$ cat config.mk
export PLATFORM = sky130hd
export DESIGN_NAME = ssc_sar_control
export DESIGN_NICKNAME = d
export VERILOG_FILES = /design/src/logic/ssc_pkg.sv /design/src/logic/ssc_fifo.sv /design/src/logic/ssc_sar_chan.sv /design/src/logic/ssc_sar_control.sv
export VERILOG_INCLUDE_DIRS = /design/src /design/src/logic
export SDC_FILE = /design/constraint.sdc
export NUM_CORES = 2
export LEC_CHECK = 0
export BUFFER_PORTS_ARGS = -buffer_cell sky130_fd_sc_hd__buf_2
export CAP_MARGIN = 30
export CORE_AREA = 2 2 352 354
export CTS_CLUSTER_SIZE = 24
export DETAILED_ROUTE_END_ITERATION = 12
export DIE_AREA = 0 0 354 356
export PLACE_DENSITY = 0.62
export SLEW_MARGIN = 30
export SYNTH_ARGS = -nofsm -noshare
export SYNTH_HDL_FRONTEND = slang
export SYNTH_SLANG_ARGS = --single-unit
$ cat constraint.sdc
create_clock -name i_clk -period 11.7 [get_ports i_clk]
set_input_delay 2.34 -clock i_clk [delete_from_list [all_inputs] [get_ports i_clk]]
set_output_delay 2.34 -clock i_clk [all_outputs]
set_load 0.02 [all_outputs]
$ cat src/logic/ssc_consts.svh
// Constants for the simultaneous SAR conversion control block.
// Assumes inclusion by bare name from every design file that needs it.
`ifndef SSC_CONSTS_SVH
`define SSC_CONSTS_SVH
`define SSC_NCH 4
`define SSC_BITS 16
`define SSC_FIFO_DEPTH 8
`define SSC_ADDR_STATUS 8'h01
`define SSC_ADDR_CTRL 8'h02
`define SSC_ADDR_PWR 8'h03
`define SSC_ADDR_RANGE0 8'h2A
`define SSC_CH_STRIDE 8'h12
`define SSC_FLD_RANGE 8'h00
`define SSC_FLD_OFFSET 8'h01
`define SSC_FLD_GAIN 8'h04
`define SSC_FLD_PHASE 8'h05
`define SSC_RANGE_RST 4'hF
`define SSC_GAIN_RST 16'h8000
`define SSC_GAIN_SHIFT 15
`define SSC_MSB_CODE 16'h8000
`define SSC_BIP_BIAS 19'sh0_8000
`define SSC_BIP_HI 36'sh0_0000_7FFF
`define SSC_BIP_LO 36'shF_FFFF_8000
`define SSC_UNI_HI 36'sh0_0000_FFFF
`define SSC_UNI_LO 36'sh0_0000_0000
`define SSC_PWR_NORMAL 2'h0
`define SSC_PWR_NAP 2'h1
`define SSC_CTRL_OS_EN 8
`endif

$ cat src/logic/ssc_pkg.sv
// Types shared by the conversion control block.
// Assumes the constants header is compiled alongside.
package ssc_pkg;
  // Sequencer states
  typedef enum logic [1:0] {ST_IDLE, ST_CONV, ST_ACC, ST_PUSH} ssc_state_type;
  // One result word
  typedef logic [15:0] ssc_word_type;
endpackage : ssc_pkg

$ cat src/logic/ssc_fifo.sv
// Result word buffer with valid/ready on both sides.
// Assumes one clock and a synchronous active-high reset.
`timescale 1ns/1ps
module ssc_fifo #(
  parameter int WIDTH = 16,
  parameter int DEPTH = 8
) (
  input wire logic i_clk,
  input wire logic i_rst,
  input wire logic i_in_valid,
  output logic o_in_ready,
  input wire logic [WIDTH-1:0] i_in_data,
  output logic o_out_valid,
  input wire logic i_out_ready,
  output logic [WIDTH-1:0] o_out_data
);
  localparam int AW = $clog2(DEPTH);
  logic [WIDTH-1:0] mem [DEPTH]; // Word storage
  logic [AW-1:0] wr_ptr; // Write index
  logic [AW-1:0] rd_ptr; // Read index
  logic [AW:0] count; // Words held
  wire push = i_in_valid && o_in_ready;
  wire pop = o_out_valid && i_out_ready;
  // Honest full and empty
  assign o_in_ready = (count != (AW+1)'(DEPTH));
  assign o_out_valid = (count != '0);
  assign o_out_data = mem[rd_ptr];
  // Storage write, no reset needed
  always_ff @(posedge i_clk) begin
    if (push) begin
      mem[wr_ptr] <= i_in_data;
    end
  end
  // Pointers and fill level
  always_ff @(posedge i_clk) begin
    if (i_rst) begin
      wr_ptr <= '0;
      rd_ptr <= '0;
      count <= '0;
    end else begin
      if (push) wr_ptr <= wr_ptr + 1'b1;
      if (pop) rd_ptr <= rd_ptr + 1'b1;
      count <= count + (AW+1)'(push) - (AW+1)'(pop);
    end
  end
endmodule : ssc_fifo

$ cat src/logic/ssc_sar_chan.sv
// One channel: track/hold control and 16-step binary search.
// Assumes the comparator answers for the current trial code each cycle.
`timescale 1ns/1ps
`include "ssc_consts.svh"
module ssc_sar_chan (
  input wire logic i_clk,
  input wire logic i_rst,
  input wire logic i_start,
  input wire logic [7:0] i_delay,
  input wire logic i_comp,
  output logic o_hold,
  output logic [15:0] o_dac,
  output logic o_done,
  output logic [15:0] o_raw
);
  logic [7:0] wait_cnt; // Hold delay remaining
  logic waiting; // Delaying the hold
  logic running; // Search in progress
  logic [15:0] bit_mask; // Weight under trial
  // Hold now, or when the delay runs out
  wire go = i_start ? (i_delay == 8'h00) : (waiting && wait_cnt == 8'h01);
  // Keep the trial bit when input is at or above it
  wire [15:0] next_raw = o_raw | (i_comp ? bit_mask : 16'h0000);
  // Sequencer for one channel
  always_ff @(posedge i_clk) begin
    if (i_rst) begin
      wait_cnt <= 8'h00;
      waiting <= 1'b0;
      running <= 1'b0;
      bit_mask <= 16'h0000;
      o_hold <= 1'b0;
      o_dac <= 16'h0000;
      o_done <= 1'b0;
      o_raw <= 16'h0000;
    end else if (go) begin
      // Track to hold, first trial at half scale
      waiting <= 1'b0;
      running <= 1'b1;
      o_hold <= 1'b1;
      bit_mask <= `SSC_MSB_CODE;
      o_dac <= `SSC_MSB_CODE;
      o_raw <= 16'h0000;
      o_done <= 1'b0;
    end else if (i_start) begin
      // Delayed hold for phase adjustment
      waiting <= 1'b1;
      wait_cnt <= i_delay;
      o_done <= 1'b0;
    end else if (waiting) begin
      wait_cnt <= wait_cnt - 8'h01;
    end else if (running) begin
      // Step down to the next binary weight
      o_raw <= next_raw;
      if (bit_mask[0]) begin
        running <= 1'b0;
        o_hold <= 1'b0;
        o_done <= 1'b1;
      end else begin
        bit_mask <= bit_mask >> 1;
        o_dac <= next_raw | (bit_mask >> 1);
      end
    end
  end
endmodule : ssc_sar_chan

$ cat src/logic/ssc_sar_control.sv
// Top of the four-channel simultaneous SAR conversion control.
// Assumes synchronous pins, one 250 MHz clock and a plain register port.
//
// Our own choices: the plain strobed port and the placing of the registers.
`timescale 1ns/1ps
`include "ssc_consts.svh"

// Functional notes
// - Start edge holds all channels, starts conversion
// - Sixteen-step binary search per channel
// - Words prepared only after all channels finish
// - Full scale split into 2^16 code levels
// - Bipolar twos complement, unipolar straight binary
// - Odd range codes select bipolar spans
// - Even range codes select unipolar spans
// - Each channel keeps its own range code
// - One to four single-ended output lines
// - Strap picks bus; registers on separate port
// - Averaging plus offset, gain; phase adjustment only while averaging is on
// - Nap and power-down idle states
// - Range code resets to fifteen
// - Busy high at start, data before fall
module ssc_sar_control
  import ssc_pkg::*;
(
  input wire logic i_clk,
  input wire logic i_rst,
  input wire logic [7:0] i_addr,
  input wire logic [15:0] i_wdata,
  input wire logic i_wr,
  input wire logic i_rd,
  output logic [15:0] o_rdata,
  input wire logic i_conv_start,
  input wire logic i_lvds_strap,
  input wire logic [3:0] i_comp,
  output logic [3:0] o_hold,
  output logic [63:0] o_dac,
  output logic o_busy,
  input wire logic i_sck,
  input wire logic i_cs_n,
  output logic [3:0] o_sdo,
  output logic o_nap,
  output logic o_pdown
);

  // Channel field address match, one bit per channel
  function automatic logic [3:0] ch_hit(input logic [7:0] a, input logic [7:0] f);
    logic [3:0] h;
    h = 4'h0;
    for (int c = 0; c < 4; c++) begin
      h[c] = (a == 8'(`SSC_ADDR_RANGE0 + 8'(c) * `SSC_CH_STRIDE + f));
    end
    return h;
  endfunction : ch_hit

  // Bits driven on the lanes for a shift word
  function automatic logic [3:0] lane_bits(input logic [15:0] sr, input logic [2:0] n);
    logic [3:0] b;
    b = 4'h0;
    for (int k = 0; k < 4; k++) begin
      b[k] = (3'(k) < n) ? sr[15-k] : 1'b0;
    end
    return b;
  endfunction : lane_bits

  // Range code bit 0 marks a bipolar span
  function automatic logic is_bipolar(input logic [3:0] code);
    return code[0];
  endfunction : is_bipolar

  // Per-channel settings
  logic [3:0] range_code [4]; // Span select
  logic [15:0] ofs [4]; // Signed offset
  logic [15:0] gain [4]; // Gain, 0x8000 is unity
  logic [7:0] phase [4]; // Hold delay in cycles

  // Global settings and state
  logic [1:0] lanes_m1; // Output lines minus one
  logic [3:0] os_ratio; // Averages 2^(ratio+1)
  logic os_en; // Averaging on
  logic [1:0] pwr; // Power state
  logic lvds_mode; // Strap latched
  logic strap_taken; // Strap sampled once
  ssc_state_type state; // Sequencer
  logic start_q; // Start pin last cycle
  logic sck_q; // Serial clock last cycle
  logic [16:0] os_cnt; // Conversions in window
  logic [31:0] acc [4]; // Sample sums
  logic [1:0] push_ch; // Channel being output
  logic [15:0] sr; // Serial shift word
  logic [4:0] sent; // Bits shifted so far
  logic ser_busy; // Word on the lanes

  // Channel outputs
  logic [3:0] done;
  logic [15:0] raw [4];

  // Address decodes for writes and reads
  wire [3:0] hit_rng = ch_hit(i_addr, `SSC_FLD_RANGE);
  wire [3:0] hit_ofs = ch_hit(i_addr, `SSC_FLD_OFFSET);
  wire [3:0] hit_gain = ch_hit(i_addr, `SSC_FLD_GAIN);
  wire [3:0] hit_ph = ch_hit(i_addr, `SSC_FLD_PHASE);
  wire hit_ctrl = (i_addr == `SSC_ADDR_CTRL);
  wire hit_pwr = (i_addr == `SSC_ADDR_PWR);
  wire hit_stat = (i_addr == `SSC_ADDR_STATUS);

  // Start handling
  wire start_edge = i_conv_start && !start_q;
  wire powered = !o_nap && !o_pdown; // Registered state, refusal in step with the pins
  // Edges during a conversion or low power are dropped
  wire accept = start_edge && (state == ST_IDLE) && powered;
  wire all_done = &done;
  wire os_first = (os_cnt == 17'h0_0000);
  wire [4:0] os_shift = os_en ? (5'(os_ratio) + 5'h01) : 5'h00;
  wire [16:0] os_last_cnt = (17'h0_0001 << os_shift) - 17'h0_0001; // Five-bit shift, ratio 15 gives 2^16
  wire os_last = !os_en || (os_cnt == os_last_cnt);

  // Correction path for the channel being output
  wire [3:0] cur_rng = range_code[push_ch];
  wire cur_bip = is_bipolar(cur_rng);
  wire [15:0] avg16 = 16'(acc[push_ch] >> os_shift);
  // Raw code spans 2^16 levels from the span bottom
  wire signed [18:0] v_base = $signed({3'b000, avg16});
  wire signed [18:0] v_cent = v_base - (cur_bip ? `SSC_BIP_BIAS : 19'sh0_0000);
  wire signed [18:0] v_ofs = v_cent + 19'($signed(ofs[push_ch]));
  wire signed [35:0] prod = v_ofs * $signed({1'b0, gain[push_ch]});
  wire signed [35:0] scaled = prod >>> `SSC_GAIN_SHIFT;
  wire signed [35:0] lim_hi = cur_bip ? `SSC_BIP_HI : `SSC_UNI_HI;
  wire signed [35:0] lim_lo = cur_bip ? `SSC_BIP_LO : `SSC_UNI_LO;
  // Low bits give twos complement or straight binary
  wire [15:0] out_word = (scaled > lim_hi) ? 16'(lim_hi) :
                         (scaled < lim_lo) ? 16'(lim_lo) : 16'(scaled);

  // Buffer handshake
  wire fifo_in_valid = (state == ST_PUSH);
  wire fifo_in_ready;
  wire fifo_out_valid;
  wire [15:0] fifo_out_data;
  wire load = !ser_busy && fifo_out_valid;

  // Serial side
  wire [2:0] lanes = lvds_mode ? 3'h1 : (3'(lanes_m1) + 3'h1);
  wire sck_rise = i_sck && !sck_q && !i_cs_n;
  wire [4:0] next_sent = sent + 5'(lanes);
  wire [15:0] next_sr = 16'(sr << lanes);

  // Read-back per channel
  logic [15:0] ch_rd [4];
  wire [15:0] stat_word = {11'h000, fifo_out_valid, lvds_mode, o_busy, state};
  wire [15:0] ctrl_word = {7'h00, os_en, os_ratio, 2'h0, lanes_m1};
  wire [15:0] rd_word = (hit_stat ? stat_word : 16'h0000) |
                        (hit_ctrl ? ctrl_word : 16'h0000) |
                        (hit_pwr ? {14'h0000, pwr} : 16'h0000) |
                        ch_rd[0] | ch_rd[1] | ch_rd[2] | ch_rd[3];

  // Per-channel registers and converters
  for (genvar g = 0; g < 4; g++) begin : g_ch
    // Independent settings per channel
    always_ff @(posedge i_clk) begin
      if (i_rst) begin
        range_code[g] <= `SSC_RANGE_RST;
        ofs[g] <= 16'h0000;
        gain[g] <= `SSC_GAIN_RST;
        phase[g] <= 8'h00;
      end else if (i_wr) begin
        if (hit_rng[g]) range_code[g] <= i_wdata[3:0];
        if (hit_ofs[g]) ofs[g] <= i_wdata;
        if (hit_gain[g]) gain[g] <= i_wdata;
        if (hit_ph[g]) phase[g] <= i_wdata[7:0];
      end
    end
    // Sums for averaging
    always_ff @(posedge i_clk) begin
      if (i_rst) begin
        acc[g] <= 32'h0000_0000;
      end else if (state == ST_ACC) begin
        acc[g] <= os_first ? 32'(raw[g]) : acc[g] + 32'(raw[g]);
      end
    end
    // Register read-back
    assign ch_rd[g] = (hit_rng[g] ? {12'h000, range_code[g]} : 16'h0000) |
                      (hit_ofs[g] ? ofs[g] : 16'h0000) |
                      (hit_gain[g] ? gain[g] : 16'h0000) |
                      (hit_ph[g] ? {8'h00, phase[g]} : 16'h0000);
    // One shared start for every channel
    ssc_sar_chan u_chan (
      .i_clk(i_clk),
      .i_rst(i_rst),
      .i_start(accept),
      .i_delay(os_en ? phase[g] : 8'h00),
      .i_comp(i_comp[g]),
      .o_hold(o_hold[g]),
      .o_dac(o_dac[g*16 +: 16]),
      .o_done(done[g]),
      .o_raw(raw[g])
    );
  end

  // Global settings
  always_ff @(posedge i_clk) begin
    if (i_rst) begin
      lanes_m1 <= 2'h0;
      os_ratio <= 4'h0;
      os_en <= 1'b0;
      pwr <= `SSC_PWR_NORMAL;
    end else if (i_wr && hit_ctrl) begin
      lanes_m1 <= i_wdata[1:0];
      os_ratio <= i_wdata[7:4];
      os_en <= i_wdata[`SSC_CTRL_OS_EN];
    end else if (i_wr && hit_pwr) begin
      pwr <= i_wdata[1:0];
    end
  end

  // Bus strap caught once after reset
  always_ff @(posedge i_clk) begin
    if (i_rst) begin
      lvds_mode <= 1'b0;
      strap_taken <= 1'b0;
    end else if (!strap_taken) begin
      lvds_mode <= i_lvds_strap;
      strap_taken <= 1'b1;
    end
  end

  // Pin history and power outputs
  always_ff @(posedge i_clk) begin
    if (i_rst) begin
      start_q <= 1'b0;
      sck_q <= 1'b0;
      o_nap <= 1'b0;
      o_pdown <= 1'b0;
    end else begin
      start_q <= i_conv_start;
      sck_q <= i_sck;
      o_nap <= (pwr == `SSC_PWR_NAP);
      o_pdown <= pwr[1];
    end
  end

  // Registered read data, valid the cycle after the strobe
  always_ff @(posedge i_clk) begin
    if (i_rst) begin
      o_rdata <= 16'h0000;
    end else begin
      o_rdata <= i_rd ? rd_word : 16'h0000;
    end
  end

  // Conversion sequencer
  always_ff @(posedge i_clk) begin
    if (i_rst) begin
      state <= ST_IDLE;
      o_busy <= 1'b0;
      os_cnt <= 17'h0_0000;
      push_ch <= 2'h0;
    end else begin
      unique case (state)
        ST_IDLE: begin
          if (i_wr && hit_ctrl) begin
            // Fresh averaging window on reconfiguration
            os_cnt <= 17'h0_0000;
          end
          if (accept) begin
            state <= ST_CONV;
            o_busy <= 1'b1;
          end
        end
        ST_CONV: begin
          // Wait for every channel's search
          if (all_done) begin
            state <= ST_ACC;
          end
        end
        ST_ACC: begin
          if (os_last) begin
            state <= ST_PUSH;
            push_ch <= 2'h0;
          end else begin
            // Busy stays high inside the window
            state <= ST_IDLE;
            os_cnt <= os_cnt + 17'h0_0001;
          end
        end
        ST_PUSH: begin
          // One word per channel, stalls when buffer is full
          if (fifo_in_ready) begin
            push_ch <= push_ch + 2'h1;
            if (push_ch == 2'h3) begin
              state <= ST_IDLE;
              o_busy <= 1'b0;
              os_cnt <= 17'h0_0000;
            end
          end
        end
      endcase
    end
  end

  // Result buffer between conversion and serial out
  ssc_fifo #(
    .WIDTH(`SSC_BITS),
    .DEPTH(`SSC_FIFO_DEPTH)
  ) u_fifo (
    .i_clk(i_clk),
    .i_rst(i_rst),
    .i_in_valid(fifo_in_valid),
    .o_in_ready(fifo_in_ready),
    .i_in_data(out_word),
    .o_out_valid(fifo_out_valid),
    .i_out_ready(load),
    .o_out_data(fifo_out_data)
  );

  // Serial shifter, lanes bits per host clock edge
  always_ff @(posedge i_clk) begin
    if (i_rst) begin
      sr <= 16'h0000;
      sent <= 5'h00;
      ser_busy <= 1'b0;
      o_sdo <= 4'h0;
    end else if (load) begin
      // Next word onto the lanes, MSB first
      sr <= fifo_out_data;
      sent <= 5'h00;
      ser_busy <= 1'b1;
      o_sdo <= lane_bits(fifo_out_data, lanes);
    end else if (ser_busy && sck_rise) begin
      if (next_sent >= 5'h10) begin
        // Word finished
        ser_busy <= 1'b0;
        o_sdo <= 4'h0;
      end else begin
        sr <= next_sr;
        sent <= next_sent;
        o_sdo <= lane_bits(next_sr, lanes);
      end
    end
  end

endmodule : ssc_sar_control

==> out/metrics.yaml <==
synth_warnings: 0
grt_usage: 0.235
cts.path.max_buffers: 3
synth.net_count: 5838
core_mm2: 0.123
arrival_ns: 11.95
required_ns: 12.22
cts_tree: "done"
worstPathMaxFanout: 8
synth.yosys.seq_area_share: 0.386
synth_ff_type: "edfxtp_1"
relSlewSlack: 0.326
grt_remaining_overflow: 0
grt_max_degree: 100
rows: 129
cp-start-kind: "flop"
final_common_cell: "nand2_1"
synth.distinct_cells: 88
crit_top_cell: "buf_4"
clk_latency_ns: 0.69
dieWidth_um: 354
ant_nets: 0
dp_hpwl_mm: 107
worst_slew_pin_slew_ns: 1.01
yosys.area.top_type: "edfxtp_1"
routed_wl_mm: 150
seqCellArea_mm2: 0.0197
critPathSlowestCell: "fa_1"
via_count: 41400
grt_setup_unrepaired: "true"
die_area_mm2: 0.126
cts_buffers: 85
hold_violations: 0
die_h_um: 356
drv_slew: 0
max_stage_delay_ns: 0.54
hold_class: "flop to flop"
max_freq_ghz: 0.0875
fin_setup_tns_ns: 0
synth_area_leaders: "edfxtp_1 25%, dfxtp_1 13%, fa_1 11%, ha_1 5.0%, nand2_1 5.0%"
nNetsFinal: 6154
area.growth.synth_to_final_pct: 16.5
skew_ns: 0.0442
synth_area_mm2: 0.0509
crit_path_end_kind: "flop"
period_minus_slack_ns: 11.43
synth_edf_count: 432
ctsHtreeMaxLevel: 3
fin_util: 0.483
grt_pass1_vias: 40800
max-cap-violations: 0
final_layout_size_suffix_gt1_frac: 0.164
synthesis.instances: 5310
drt_iter0_drc: 3672
vias_per_cell: 5.64
setup_viol: 0
drc: 0
period_share: 0.977
critPathBufInv: 13
start_util: 0.415
synth_top_area_frac: 0.255
synth-seq-cells: 766
place_congestion: 0.914
clk_pin_slew_ns: 0.06
clock-sinks: 766
ctsHoldBuffers: 0
antenna_found_initial: 4
root_buffer: "clkbuf_16"
ios: 127
wire_per_inst_um: 20.4
syn_area_per_cell_um2: 9.59
final_cell_mix: "674 x nand2_1, 484 x nor2_1, 445 x inv_1"
fillerInstances: 11400
critPathKind: "flop to flop"
multiInputGateArea_mm2: 0.0292
path_delay_family: "adder cells"
async_reset_ff_frac: 0
dr.pass1.iters: 8
grt_pass1_wl_mm: 234
io_buffers: 126
status: "completed"
==> layout make-up <==
cell class                 count  area share
antenna                        2   0.0000844
clock buffer                 130      0.0427
clock inverter                30     0.00487
inverter                     450      0.0285
multi-input combinational   3795       0.492
sequential                   766       0.332
tap                         1637      0.0345
timing repair buffer         528      0.0655
==> kinds of logic after synthesis <==
group,share of synthesized area
DFF,0.386
adders and majority gates,0.164
and+or+nand+nor,0.176
buffers and inverters,0.0563
muxes,0.0622
xor gates and xnor gates,0.0299
AOI/OAI and AO/OA,0.125
==> cells in the mapped netlist (all sizes together) (20+ instances only) <==
cell type,n
nand2,681
o31ai,21
mux2i,88
mux4,90
or3,40
nor4,29
a222oi,26
buf,51
dfxtp,334
a31oi,48
and2,56
nand2b,40
xor2,67
a21o,32
fa,287
nor2,493
nand4,20
inv,448
ha,205
xnor2,106
edfxtp,432
and3,195
a22oi,32
a2111oi,67
a211oi,55
nand3,95
a221oi,28
nor3,148
a21oi,372
clkbuf,248
nor2b,43
o21ai,176
mux2,23
o21a,20
==> stage by stage <==
step	instances	hold slack, ns	cell area (µm²)	setup slack (ns)
2_1_floorplan	5310	0.435	50900	0.0694
3_3_place_gp	7156	0.461	55600	0.0463
3_5_place_dp	7159	0.460	55700	-0.265
4_1_cts	7319	0.470	58500	0.0125
5_1_grt	7336	0.494	59300	-0.269
6_report	7338	0.464	59300	0.271
==> flip-flops by register name, indices dropped and copies added, names as in the netlist, 4 cells and up, named ones only <==
register	cells
ofs	64
g_ch.u_chan.waiting	4
g_ch.u_chan.wait_cnt	32
gain	64
g_ch.u_chan.running	4
g_ch.u_chan.o_done	4
o_rdata	16
g_ch.u_chan.o_dac	64
os_cnt	17
g_ch.u_chan.bit_mask	64
sent	5
acc	128
o_sdo	4
phase	32
sr	16
g_ch.u_chan.o_raw	64
range_code	16
g_ch.u_chan.o_hold	4
u_fifo.mem	128
os_ratio	4
u_fifo.count	4
==> routing by layer <==
metal,part of all wire,routed length (µm),global-route usage
met2,0.46,69200,0.381
met1,0.43,63900,0.318
met5,0.00020,30,0
met3,0.078,11600,0.0406
met4,0.032,4780,0.0797
==> worst register-to-register path, delay by kind of cell (launching register included) <==
kind                       cells  cell delay, ns
AOI/OAI and AO/OA             19            3.01
muxes                          4            1.30
xor gates and xnor gates       1            0.19
and+or+nand+nor               10            1.20
buffers and inverters         13            1.59
adders and majority gates      9            3.54
DFF                            1            0.42
==> path summary, 6_finish.rpt <==
| kind | start | to | slack (ns) | cells past startpoint |
|---|---|---|---|---|
| max | flop | u_fifo.mem[7][15] | 0.27 | 56 |
| min | g_ch[2].u_chan.o_hold | g_ch[2].u_chan.o_hold | 0.46 | 2 |
| max reg2reg | flop | u_fifo.mem[7][15] | 0.27 | 56 |
| min reg2reg | g_ch[2].u_chan.o_hold | g_ch[2].u_chan.o_hold | 0.46 | 2 |
==> timing repair <==
action,in CTS,in global routing
setup endpoints to repair,128,128
pin swaps,0,25
resized for setup,20,121
gates cloned,0,2
setup buffers,0,14
Power is left out: the tool's default activity adds up to more than one toggle a clock period on the data nets, which glitch-free logic cannot reach.
